===== config.mk =====
export PLATFORM = sky130hd
export DESIGN_NAME = timer_unit
export DESIGN_NICKNAME = d
export VERILOG_FILES = /design/src/timer_pkg.sv /design/src/timer_unit.sv
export SDC_FILE = /design/constraint.sdc
export NUM_CORES = 1
export LEC_CHECK = 0
export ABC_AREA = 1
export ABC_CLOCK_PERIOD_IN_PS = 2100
export BUFFER_PORTS_ARGS = -buffer_cell sky130_fd_sc_hd__buf_2
export CAP_MARGIN = 10
export CORE_ASPECT_RATIO = 1.4
export CORE_UTILIZATION = 57
export DETAILED_ROUTE_END_ITERATION = 8
export PLACE_DENSITY_LB_ADDON = 0.2
export SETUP_SLACK_MARGIN = 0.05
export SLEW_MARGIN = 20
export SYNTH_ARGS = -nofsm -noshare
export SYNTH_HDL_FRONTEND = slang
export SYNTH_SLANG_ARGS = --single-unit

===== constraint.sdc =====
create_clock -name clk -period 2.1 [get_ports clk]
set_clock_uncertainty 0.05 [all_clocks]
set_input_delay 0.63 -clock clk [delete_from_list [all_inputs] [get_ports clk]]
set_output_delay 0.63 -clock clk [all_outputs]
set_load 0.005 [all_outputs]

===== src/timer_pkg.sv =====
// Shared constants, modes and carrier types of the 8-bit timer/counter.
package timer_pkg;

    localparam logic [7:0] BOTTOM_VAL = 8'h00;
    localparam logic [7:0] MAX_VAL = 8'hFF;
    localparam logic [7:0] COUNT_STEP = 8'h01;
    localparam logic [2:0] CS_STOP = 3'h0;
    localparam logic [2:0] CS_DIV1 = 3'h1;
    localparam logic [2:0] CS_DIV8 = 3'h2;
    localparam logic [2:0] CS_DIV64 = 3'h3;
    localparam logic [2:0] CS_DIV256 = 3'h4;
    localparam logic [9:0] PRESCALE_STEP = 10'h001;

    // Bit positions inside the flag, mask and busy vectors.
    localparam int FLAG_OVF = 0;
    localparam int FLAG_CMPA = 1;
    localparam int FLAG_CMPB = 2;
    localparam int BUSY_CNT = 0;
    localparam int BUSY_CMPA = 1;
    localparam int BUSY_CMPB = 2;

    typedef enum logic [2:0] {
        WM_NORMAL = 3'b000,
        WM_PHASE_MAX = 3'b001,
        WM_CTC = 3'b010,
        WM_FAST_MAX = 3'b011,
        WM_RESERVED_4 = 3'b100,
        WM_PHASE_CMPA = 3'b101,
        WM_RESERVED_6 = 3'b110,
        WM_FAST_CMPA = 3'b111
    } wave_mode_e;

    typedef struct packed {
        logic cnt_we;
        logic cmpa_we;
        logic cmpb_we;
        logic [7:0] data;
    } cpu_write_s;

    typedef struct packed {
        logic [7:0] counter;
        logic [7:0] cmpa;
        logic [7:0] cmpb;
        logic [2:0] flags;
        logic down;
        logic [9:0] prescaler;
        logic osc_prev;
        logic block;
        logic [7:0] pend_cnt;
        logic [7:0] pend_a;
        logic [7:0] pend_b;
        logic [2:0] busy;
        logic out_a;
        logic out_b;
        logic osc_drive;
    } timer_state_s;

    localparam timer_state_s STATE_RESET = '0;

endpackage : timer_pkg


===== src/timer_unit.sv =====
// Timer/counter core: tick selection, counter, compare, flags, waveform.
`timescale 1ns/1ns
module timer_unit
    import timer_pkg::*;
(
    input wire logic clk,
    input wire logic srst,
    input wire logic timer_power_off_bit,
    input wire logic async_clock_select,
    input wire logic [2:0] clock_select_field,
    input wire logic [2:0] wave_mode_field,
    input wire logic osc_pin_one,
    output logic osc_pin_two,
    input wire cpu_write_s cpu_write,
    input wire logic [2:0] flag_clear,
    input wire logic [2:0] timer_mask_reg,
    output logic [7:0] counter_value,
    output logic [7:0] compare_a_value,
    output logic [7:0] compare_b_value,
    output logic [2:0] timer_flag_reg,
    output logic [2:0] irq_req,
    output logic [2:0] async_status_reg,
    output logic top_ind,
    output logic max_ind,
    output logic bottom_ind,
    output logic compare_out_a,
    output logic compare_out_b
);

    timer_state_s st;
    timer_state_s next_st;
    wave_mode_e mode;
    logic running;
    logic direct;
    logic base_tick;
    logic tick;
    logic apply_cnt;
    logic apply_a;
    logic apply_b;
    logic [7:0] cnt_val;
    logic [7:0] top_value;
    logic match_a;
    logic match_b;
    logic cnt_clear;
    logic cnt_count;
    logic cnt_down;
    logic ovf_set;
    logic pwm_fast;
    logic pwm_phase;

    // Tick of the selected division: the prescaler low bits all ones.
    function automatic logic prescale_hit(input logic [2:0] sel,
                                          input logic [9:0] pre);
        logic hit;
        hit = 1'b0;
        case (sel)
            CS_DIV1: hit = 1'b1;
            CS_DIV8: hit = &pre[2:0];
            CS_DIV64: hit = &pre[5:0];
            CS_DIV256: hit = &pre[7:0];
            default: hit = &pre;
        endcase
        return hit;
    endfunction : prescale_hit

    // The oscillator pin is sampled; its rising edge is one base tick.
    function automatic logic rose(input logic now, input logic prev);
        return now & ~prev;
    endfunction : rose

    always_comb begin
        next_st = st;
        mode = wave_mode_e'(wave_mode_field);
        running = !timer_power_off_bit
                  && clock_select_field != CS_STOP;
        // A 32 kHz crystal drives the pin; the core clock oversamples it.
        base_tick = running
                    && (async_clock_select
                        ? rose(osc_pin_one, st.osc_prev)
                        : 1'b1);
        tick = base_tick
               && prescale_hit(clock_select_field, st.prescaler);
        next_st.osc_prev = osc_pin_one;
        next_st.osc_drive = ~osc_pin_one;
        if (base_tick) begin
            next_st.prescaler = st.prescaler + PRESCALE_STEP;
        end
        // With the oscillator running, writes wait in staging registers
        // and land whole on a tick, so the tick never sees half a value.
        direct = !(async_clock_select && running);
        apply_cnt = direct ? cpu_write.cnt_we
                           : (tick && st.busy[BUSY_CNT]);
        apply_a = direct ? cpu_write.cmpa_we
                         : (tick && st.busy[BUSY_CMPA]);
        apply_b = direct ? cpu_write.cmpb_we
                         : (tick && st.busy[BUSY_CMPB]);
        cnt_val = direct ? cpu_write.data : st.pend_cnt;
        if (tick) begin
            next_st.busy = 3'h0;
        end
        if (!direct) begin
            if (cpu_write.cnt_we) begin
                next_st.pend_cnt = cpu_write.data;
                next_st.busy[BUSY_CNT] = 1'b1;
            end
            if (cpu_write.cmpa_we) begin
                next_st.pend_a = cpu_write.data;
                next_st.busy[BUSY_CMPA] = 1'b1;
            end
            if (cpu_write.cmpb_we) begin
                next_st.pend_b = cpu_write.data;
                next_st.busy[BUSY_CMPB] = 1'b1;
            end
        end
        if (apply_a) begin
            next_st.cmpa = direct ? cpu_write.data : st.pend_a;
        end
        if (apply_b) begin
            next_st.cmpb = direct ? cpu_write.data : st.pend_b;
        end

        pwm_fast = mode == WM_FAST_MAX || mode == WM_FAST_CMPA;
        pwm_phase = mode == WM_PHASE_MAX || mode == WM_PHASE_CMPA;
        // Compare A sets the top in CTC and both compare-A PWM modes.
        top_value = (mode == WM_CTC || mode == WM_PHASE_CMPA
                     || mode == WM_FAST_CMPA)
                    ? st.cmpa : MAX_VAL;

        // Equality is held in the counter and acted on at the next tick.
        match_a = tick && !st.block && st.counter == st.cmpa;
        match_b = tick && !st.block && st.counter == st.cmpb;

        cnt_count = tick;
        cnt_down = st.down;
        cnt_clear = 1'b0;
        ovf_set = 1'b0;
        case (mode)
            WM_CTC: begin
                // A counter write blocks this match, and so the clear too.
                cnt_clear = tick && !st.block
                            && st.counter == st.cmpa;
                ovf_set = tick && st.counter == MAX_VAL;
            end
            WM_FAST_MAX, WM_FAST_CMPA: begin
                cnt_clear = tick && st.counter == top_value;
                ovf_set = cnt_clear;
            end
            WM_PHASE_MAX, WM_PHASE_CMPA: begin
                if (!st.down && st.counter == top_value) begin
                    cnt_down = 1'b1;
                end else if (st.down && st.counter == BOTTOM_VAL) begin
                    cnt_down = 1'b0;
                end
                ovf_set = tick && cnt_down
                          && st.counter == COUNT_STEP;
            end
            default: begin
                cnt_down = 1'b0;
                ovf_set = tick && st.counter == MAX_VAL;
            end
        endcase
        if (tick) begin
            next_st.down = cnt_down;
        end
        if (cnt_clear) begin
            next_st.counter = BOTTOM_VAL;
        end else if (cnt_count) begin
            next_st.counter = cnt_down ? st.counter - COUNT_STEP
                                       : st.counter + COUNT_STEP;
        end
        if (apply_cnt) begin
            next_st.counter = cnt_val;
        end

        // The block covers exactly one tick after the write lands.
        if (tick) begin
            next_st.block = 1'b0;
        end
        if (apply_cnt) begin
            next_st.block = 1'b1;
        end

        // Hardware set wins over a clear in the same cycle.
        next_st.flags = st.flags & ~flag_clear;
        next_st.flags[FLAG_OVF] = next_st.flags[FLAG_OVF] | ovf_set;
        next_st.flags[FLAG_CMPA] = next_st.flags[FLAG_CMPA]
                                   | match_a;
        next_st.flags[FLAG_CMPB] = next_st.flags[FLAG_CMPB]
                                   | match_b;

        // Non-PWM modes toggle; fast PWM sets at bottom, clears on match;
        // phase correct clears on match upward and sets downward.
        if (pwm_fast) begin
            if (match_a) begin
                next_st.out_a = 1'b0;
            end else if (ovf_set) begin
                next_st.out_a = 1'b1;
            end
            if (match_b) begin
                next_st.out_b = 1'b0;
            end else if (ovf_set) begin
                next_st.out_b = 1'b1;
            end
        end else if (pwm_phase) begin
            if (match_a) begin
                next_st.out_a = cnt_down;
            end
            if (match_b) begin
                next_st.out_b = cnt_down;
            end
        end else begin
            if (match_a) begin
                next_st.out_a = ~st.out_a;
            end
            if (match_b) begin
                next_st.out_b = ~st.out_b;
            end
        end
    end

    always_ff @(posedge clk) begin
        if (srst) begin
            st <= STATE_RESET;
        end else begin
            st <= next_st;
        end
    end

    assign counter_value = st.counter;
    assign compare_a_value = st.cmpa;
    assign compare_b_value = st.cmpb;
    assign timer_flag_reg = st.flags;
    assign irq_req = st.flags & timer_mask_reg;
    assign async_status_reg = st.busy;
    assign top_ind = st.counter == top_value;
    assign max_ind = st.counter == MAX_VAL;
    assign bottom_ind = st.counter == BOTTOM_VAL;
    assign compare_out_a = st.out_a;
    assign compare_out_b = st.out_b;
    assign osc_pin_two = st.osc_drive;
endmodule : timer_unit

==> impl_results.md, run 1 <==
- Final setup fails: 2
- R2R Path Start: counter_value[0]
- P&R area growth vs syn: 24.2%
- Hold_buf cts: 0
- Final Non-Filler Cells: 793
- Asr flop ratio synth: 0%
- Post-Syn Instances: 609
- Total gr overflow: 0
- Period utilisation layout: 105%
- Global-route wire length before repair: 17.2 mm
- Place WS: -0.0795 ns
- Clock Tree Root: clkbuf_8
- Total power: 3.54 mW
- Reg2Reg Capture Point: counter_value[2]
- Yosys reg bits: 70
- Synthesis Warnings: 0
- RSZ-0062 raised after global routing: true
- Pin count of the biggest net entering global routing: 59
- Clock H-tree levels: 3
- CORE AREA: 0.00707 sq mm
- Die H: 104 um
- Yosys top cell area share: 33.1%
- Initial antenna violation count: 0
- Worst path arrival time: 1.52 ns
- Normalized max-slew margin: 43.3%
- CTS tree: done
- Vias: 4212
- Count leader, synth: nand2_1
- Largest register FFs: 37
- Layout cell share with drive strength beyond 1: 31.4%
- Top post-synthesis cells by count: nand2_1, inv_1, dfxtp_1, o21ai_0, nor2_1
- Synth Cell Area: 0.00423 sq mm
- Maximum vdd drop: 0.568 mV
- Worst Path Class, Setup: reg2out
- Worst-Margin Slew: 0.845 ns
- P_leak: 2.45 nW
- Critical Path Sink Type: output pin
- Hold wc startpoint: st[15]
- Final hold violations: 0
- DP Wirelength: 7.69 mm
- Power density over the cells: 674 mW/mm^2
- Buffers on Ports: 66
- Final GP Congestion: 0.869
- WHS: 0.396 ns
- Top cells by area, synth: dfxtp_1, nand2_1, o21ai_0
- EDFF count, synth: 0
- Initial DRC count: 233
- Fin crit period: 2.20 ns
- Antenna viol nets, final: 0
- CP required: 1.42 ns
- Drt pass-1 iters: 5
- Largest Register: st
- Yosys top cell by area: dfxtp_1
- Sequential cell area fraction in the yosys report: 33.1%
- Residual DRC: 0
- Cells on Worst Hold Path: 2
- Max cap viols: 0
- Starting density of the core: 59.8%
- CTS Buf Count: 9
- Critical path fanouts, max: 5
- Worst min path class: reg2reg
- Worst R2R Path Depth: 14
- WL/cell: 13.9 um
- Dpl cells: 751
- Status: finished, violations left
- Deepest clock path buffer count: 2
- Fin. max-slew vios: 0
- Min-Delay Endpoint: st[15]
- Global Route Usage Sum: 29.0%
- Failing checks: setup timing
- Final worst setup slack: -0.102 ns
- Avg Vias per Cell: 5.31
- # rows: 36
- Antenna diode count: 0
- # clock sinks: 70
- Die footprint: 0.00777 sq mm
- Syn avg cell area: 6.94 sq um
- Clk_lat worst skew: 0.36 ns
- Clock slew at reported path FFs: 0.07 ns
- Reg2Reg Setup Slack: 0.13 ns
- Die width: 74.8 um
- Post-synth net total: 643
- Startpoint Class: flop
- Max frequency: 454 MHz
- IO Count: 67
- Post-layout nets: 727
- Final TNS setup: -0.124 ns
- Vias in the first global route: 3713
- Post-synth top flop: dfxtp_1
- Post-synthesis cell type count: 39
- Total Wirelength: 11.0 mm
-- power breakdown --
group / switching (mW) / total, mW / internal [mW] / leakage [nW]
combinational: 0.489 / 0.866 / 0.378 / 1.77
sequential: 0.0822 / 1.49 / 1.41 / 0.580
clock: 0.508 / 1.18 / 0.673 / 0.102
total: 1.08 / 3.54 / 2.46 / 2.45
-- metrics by stage --
step	utilization, %	instance area (sq um)
floorplan	-	4230
finish	74.3	5250
CTS	70.7	5000
global route	74.3	5250
detailed placement	65.7	4640
global placement	65.7	4640
-- cell type report --
class | count | area (sq um)
well taps | 95 | 119
repair buffers | 119 | 820
flip-flops and latches | 70 | 1430
inverters | 84 | 334
multi-input cells | 409 | 2340
fillers | 569 | 1820
clock buffers | 13 | 139
clock inverters | 3 | 68.8
-- cell usage in the layout (no fill, tap or decap), types with 8 or more instances in the layout --
master	instances
nor2_1	54
o21ai_1	16
nand2_1	94
clkbuf_8	9
dfxtp_1	58
nor3_1	9
inv_2	9
xnor2_1	11
inv_1	69
buf_4	42
o21ai_0	69
buf_2	65
nand2_2	18
xor2_1	8
nand3_1	20
a21oi_1	51
-- cells by family (layout without fill, tap and decap cells) --
family,count (synthesis),in the layout,synth area share (%)
xor+xnor,19,19,3.94
buf+inv,133,219,15.2
compound gates,148,148,18.5
flops,70,70,33.1
fa+ha+maj,6,6,1.78
simple gates,233,236,27.5
-- worst max path at each step --
| stage | start | end | slack, ns | cells past startpoint |
|---|---|---|---|---|
| global placement | clock_select_field[0] | compare_a_value[2] | -0.04 | 11 |
| floorplan | wave_mode_field[2] | top_ind | 0.24 | 7 |
| detailed placement | wave_mode_field[0] | counter_value[0] | -0.08 | 14 |
| CTS | counter_value[1] | top_ind | -0.08 | 9 |
| global route | counter_value[4] | top_ind | -0.17 | 9 |
| finish | counter_value[1] | top_ind | -0.10 | 9 |
-- layer usage --
layer / GRT usage, % / wire [um] / vias up
met5: 0 / 0 / -
met4: 11.7 / 270 / 0
met3: 4.36 / 430 / 24
met2: 50.0 / 5790 / 125
met1: 34.8 / 4530 / 1959
li1: - / - / 2104
-- critical path: stages, from the launching register on --
cell     delay, ns
dfxtp_4       0.37
buf_6         0.12
nand2_2       0.04
nand2_1       0.04
nor2_1        0.10
nand2_1       0.11
nand2_1       0.13
nand3_2       0.10
inv_2         0.07
buf_6         0.09
-- what timing repair did --
action                                 in CTS  in global routing
gates cloned                                0                  3
resized for setup                          24                 38
endpoints found under the hold margin       0                  0
setup endpoints to repair                   3                 29
pin swaps                                   9                  9
setup buffers                              12                 12
No activity file was read; power rests on OpenSTA's default activity.
==> run 2, diff against run 1 <==
BUFFER_PORTS_ARGS = default   (was -buffer_cell sky130_fd_sc_hd__buf_2)
CORE_UTILIZATION = 34   (was 57)
DONT_BUFFER_PORTS = 1   (was default)
==> run 2 against run 1 <==
- the run now ends clean
- sequential cell count is the same
- setup slack gained 0.13 ns
- routed wire length grew 0.18%
- critical endpoint unchanged
- largest power group is now the clock network
- highest routed layer unchanged
==> impl_results.md, run 2 (same netlist as run 1, synthesis figures left out) <==
- Status: finished, final reports clean
- Global-route wire length before repair: 17.6 mm (+2.4%)
- DP Wirelength: 8.47 mm (+10%)
- Final GP Congestion: 0.882 (+1.5%)
- Place WS: 0.0809 ns (+0.160 ns)
- Reg2Reg Capture Point: counter_value[2]
- Die H: 134 um (+29%)
- Hold_buf cts: 0 (unchanged)
- Post-layout nets: 639 (-12%)
- Vias: 3730 (-11%)
- Critical Path Sink Type: output pin
- Clk_lat worst skew: 0.33 ns (-0.03 ns)
- Switching power: 1.07 mW (-1.2%)
- RSZ-0062 raised after global routing: true
- CP required: 1.42 ns (about the same)
- Logic pwr share: 18.3% (-6.2 points)
- Clock Tree Root: clkbuf_16
- Deepest clock path buffer count: 2 (unchanged)
- Startpoint Class: flop
- Max frequency: 483 MHz (+6.4%)
- Largest Register: st
- Period utilisation layout: 98.6% (-6.3 points)
- Layout cell share with drive strength beyond 1: 22.5% (-8.9 points)
- Antenna viol nets, final: 0 (unchanged)
- # clock sinks: 70 (unchanged)
- Antenna diode count: 0 (unchanged)
- Min-Delay Endpoint: osc_pin_two
- Power density over the cells: 792 mW/mm^2 (+17%)
- Avg Vias per Cell: 4.93 (-7.2%)
- Fin crit period: 2.07 ns (-0.132 ns)
- Final setup fails: 0 (-2)
- Initial antenna violation count: 0 (unchanged)
- Final worst setup slack: 0.0303 ns (+0.132 ns)
- Total power: 3.84 mW (+8.6%)
- Reg2Reg Setup Slack: 0.15 ns (+0.02 ns)
- CORE AREA: 0.0120 sq mm (+70%)
- CTS tree: done
- Most common cell after layout, fill and taps aside: nand2_1
- Most frequent cells in the layout: nand2_1, inv_1, o21ai_0
- Clk network pwr share: 42.4% (+9.0 points)
- Max cap viols: 0 (unchanged)
- Worst Path Class, Setup: reg2out
- Normalized max-slew margin: 66.6% (+23 points)
- IO Count: 67 (unchanged)
- Critical path fanouts, max: 3 (-2)
- Drt pass-1 iters: 4 (-1)
- Starting density of the core: 35.2% (-25 points)
- Cells on Worst Hold Path: 1 (-1)
- Sw frac: 27.7% (-2.7 points)
- Residual DRC: 0 (unchanged)
- Total Wirelength: 11.0 mm (+0.18%)
- Pint: 2.78 mW (+13%)
- Worst R2R Path Depth: 12 (-2)
- Worst-Margin Slew: 0.499 ns (-0.345 ns)
- Fillers: 1289 (+130%)
- Initial DRC count: 122 (-48%)
- Vias in the first global route: 3480 (-6.3%)
- Clock H-tree levels: 3 (unchanged)
- Total gr overflow: 0 (unchanged)
- Pin count of the biggest net entering global routing: 59 (unchanged)
- Reg power frac: 39.3% (-2.9 points)
- Global Route Usage Sum: 18.0% (-11 points)
- Worst path arrival time: 1.39 ns (-0.13 ns)
- Fin. max-slew vios: 0 (unchanged)
- Maximum vdd drop: 0.404 mV (-29%)
- Reg area: 0.00144 sq mm (+0.52%)
- P&R area growth vs syn: 14.9%
- Final hold violations: 0 (unchanged)
- CTS Buf Count: 9 (unchanged)
- # rows: 47 (+31%)
- Buffers on Ports: 0 (-100%)
- Die width: 96.2 um (+29%)
- Multi-input gate area: 0.00229 sq mm (-2.1%)
- Largest register FFs: 37 (unchanged)
- Clock slew at reported path FFs: 0.06 ns (about the same)
- Die footprint: 0.0129 sq mm (+66%)
- P_leak: 2.06 nW (-16%)
- Worst min path class: in2reg
- WL/cell: 14.6 um (+4.9%)
- Hold wc startpoint: osc_pin_one
- R2R Path Start: st[33]
run 2: cell types whose count changed in the layout (fill, tap and decap cells not counted), sizes merged:
| cell | delta |
|---|---|
| buf | -85 |
| clkbuf | -2 |
| clkinv | +2 |
| clkinvlp | -1 |
| inv | +1 |
| nand2 | -3 |
run 2: worst max path at each step:
stage | startpoint | endpoint | slack, ns
after CTS | counter_value[6] | top_ind | -0.005
after global placement | counter_value[6] | compare_out_a | 0.08
after detailed placement | clock_select_field[2] | counter_value[1] | 0.08
final | counter_value[3] | top_ind | 0.03
after floorplan | wave_mode_field[2] | top_ind | 0.24
after global routing | counter_value[4] | top_ind | -0.05
run 2: final cells by class:
cell class	instances	area share [%]
Clock buffer	11	5.00
Clock inverter	5	1.70
Inverter	84	6.75
Multi-Input combinational cell	406	47.1
Sequential cell	70	29.7
Tap cell	147	3.79
Timing Repair Buffer	34	6.00
run 2: what timing repair did:
| item | in CTS | in global routing |
|---|---|---|
| setup endpoints to repair | 3 | 26 |
| pin swaps | 10 | 19 |
| setup buffers | 4 | 8 |
| resized for setup | 29 | 28 |
run 2: worst max-delay path, cell delays in order, from the launching register on:
cell,delay (ns)
dfxtp_4,0.36
buf_6,0.13
nand2_2,0.05
nand2_1,0.05
nor2_2,0.13
nand2_2,0.09
nand2_2,0.08
nand3_2,0.09
inv_2,0.09
run 2: per-layer routing:
metal / track usage, % / vias to the layer above / part of all wire [%]
met5: 0 / - / 0
met4: 6.47 / 0 / 2.2
met3: 5.56 / 18 / 6.2
met2: 30.6 / 86 / 52
met1: 20.7 / 1702 / 40
li1: - / 1924 / -
run 2: metrics by stage:
stage / cells / hold slack [ns] / util [%] / instance area, sq um / TNS [ns]
floorplan: 609 / 0.375 / - / 4230 / 0
global placement: 729 / 0.382 / 35.7 / 4280 / 0
detailed placement: 729 / 0.388 / 35.7 / 4280 / 0
CTS: 749 / 0.297 / 39.2 / 4700 / -0.00460
global route: 757 / 0.299 / 40.5 / 4860 / -0.0672
finish: 757 / 0.314 / 40.5 / 4860 / 0
run 2: power by group through the flow:
stage          registers (mW)  logic, mW  clock network (mW)
3_3_place_gp             1.52      0.628                   0
2_1_floorplan            1.48      0.552                   0
4_1_cts                  1.50      0.673                1.68
3_5_place_dp             1.53      0.636                   0
5_1_grt                  1.52      0.787                1.75
6_report                 1.51      0.703                1.63
==> run 3, diff against run 2 <==
ABC_CLOCK_PERIOD_IN_PS = 2400   (was 2100)
clock period = 2.4 ns   (was 2.1 ns; I/O delays follow)
==> run 3 against run 2 <==
- die area unchanged
- clock power decreased by 21%
- routed wire length decreased by 2.6%
- worst hold slack improved by 0.079 ns
- cell area decreased by 6.2%
- setup slack improved by 0.12 ns
- non-clock buffer count decreased by 18
- utilization decreased by 2.5 points
- sequential cell count unchanged
- largest cell class unchanged
==> impl_results.md, run 3 (same netlist as run 1, synthesis figures left out) <==
- Status: finished, final reports clean
- Vias in the first global route: 3280 (-5.7%)
- DP Wirelength: 8.42 mm (-0.60%)
- Die width: 96.2 um (unchanged)
- Startpoint Class: flop
- Avg Vias per Cell: 4.93 (about the same)
- Fin. max-slew vios: 0 (unchanged)
- Clock Tree Root: clkbuf_16
- Most common cell after layout, fill and taps aside: nand2_1
- Final GP Congestion: 0.852 (-3.4%)
- P_leak: 1.94 nW (-6.3%)
- Clock H-tree levels: 3 (unchanged)
- Die footprint: 0.0129 sq mm (unchanged)
- Max cap viols: 0 (unchanged)
- # clock sinks: 70 (unchanged)
- Largest register FFs: 37 (unchanged)
- Clock slew at reported path FFs: 0.05 ns (about the same)
- End-of-flow core utilization: 38.0% (-2.5 points)
- Period utilisation layout: 93.9%
- # rows: 47 (unchanged)
- Max frequency: 444 MHz
- Antenna viol nets, final: 0 (unchanged)
- Residual DRC: 0 (unchanged)
- Initial DRC count: 176 (+44%)
- Die H: 134 um (unchanged)
- Drt pass-1 iters: 4 (unchanged)
- Worst-Margin Slew: 0.531 ns (+0.0315 ns)
- Buffers on Ports: 0 (unchanged)
- Fin crit period: 2.25 ns
- Normalized max-slew margin: 64.5% (-2.1 points)
- Vias: 3639 (-2.4%)
- Total Wirelength: 10.8 mm (-2.6%)
- Maximum vdd drop: 0.321 mV (-20%)
- Final Non-Filler Cells: 738 (-2.5%)
- WL/cell: 14.6 um (-0.13%)
- Metal3 WL: 699 um (+1.6%)
- Most frequent cells in the layout: nand2_1, inv_1, o21ai_0
- Worst min path class: reg2reg
- Worst Path Class, Setup: reg2out
- Clk_lat worst skew: 0.33 ns (about the same)
- Initial antenna violation count: 0 (unchanged)
- Final setup fails: 0 (unchanged)
- RSZ-0062 raised after global routing: false
- Critical Path Sink Type: output pin
- Place WS: 0.200 ns (+0.119 ns)
- CTS Buf Count: 9 (unchanged)
- Critical path fanouts, max: 7 (+4)
- CP required: 1.63 ns (+0.21 ns)
- Met1 Wirelength: 4.37 mm (-0.86%)
- Final worst setup slack: 0.147 ns (+0.117 ns)
- Met2 WL post-DR: 5.55 mm (-2.8%)
- Pin count of the biggest net entering global routing: 34 (-42%)
- CORE AREA: 0.0120 sq mm (unchanged)
- IO Count: 67 (unchanged)
- Final hold violations: 0 (unchanged)
- Largest Register: st
- Total gr overflow: 0 (unchanged)
- Global Route Usage Sum: 17.6% (-0.39 points)
- Worst path arrival time: 1.48 ns (+0.09 ns)
- Layout cell share with drive strength beyond 1: 16.4% (-6.0 points)
- Dpl cells: 723 (-0.82%)
- Highest metal used: met4
- Deepest clock path buffer count: 2 (unchanged)
- Starting density of the core: 35.2% (unchanged)
- Antenna diode count: 0 (unchanged)
- Power density over the cells: 690 mW/mm^2 (-13%)
- Global-route wire length before repair: 17.2 mm (-2.7%)
- Final TNS setup: 0 ns (unchanged)
- CTS tree: done
- Post-layout nets: 621 (-2.8%)
- Total power: 3.14 mW (-18%)
- P&R area growth vs syn: 7.81%
==> run 3: what timing repair did <==
| item | in CTS | in global routing |
|---|---|---|
| endpoints found under the setup margin | 2 | 2 |
| hold buffers | 0 | 0 |
| setup buffers | 0 | 0 |
| gates resized for setup | 5 | 12 |
==> run 3: critical path, cell delays in order, from the launching register on <==
cell and delay (ns):
dfxtp_2 0.44, inv_2 0.10, nand2_1 0.07, nand2_1 0.06
nor2_2 0.08, nand2_2 0.09, nor2_4 0.11, nand3_2 0.09
inv_1 0.12
==> run 3: worst paths after layout <==
check                                 startpoint               end  slack (ns)  cells past startpoint
worst min-delay path                      st[28]            st[28]        0.39                      2
worst max-delay path            counter_value[6]           top_ind        0.15                      8
worst min register to register            st[28]            st[28]        0.39                      2
worst max register to register            st[33]  counter_value[7]        0.37                     12
==> run 3: report_power, final <==
part	switching [mW]	internal (mW)
Clock	0.485	0.806
Combinational	0.329	0.201
Sequential	0.0847	1.24
==> run 3: cell type report <==
type,instances,area (sq um)
timing repair buffer,16,145
tap,147,184
clock inverter,2,15.0
fill,1271,7440
sequential,70,1420
clock buffer,13,280
inverter,84,320
multi-input combinational,406,2190
==> run 3: metal layers <==
layer | up-vias | track usage (%)
met2 | 67 | 29.8
li1 | 1886 | -
met4 | 0 | 4.98
met3 | 9 | 5.73
met1 | 1677 | 20.8
met5 | - | 0
==> run 3: metrics by stage <==
stage | area [sq um] | hold slack, ns
final | 4560 | 0.392
after global routing | 4560 | 0.385
after CTS | 4540 | 0.387
after detailed placement | 4240 | 0.386
after global placement | 4240 | 0.382
after floorplan | 4230 | 0.375
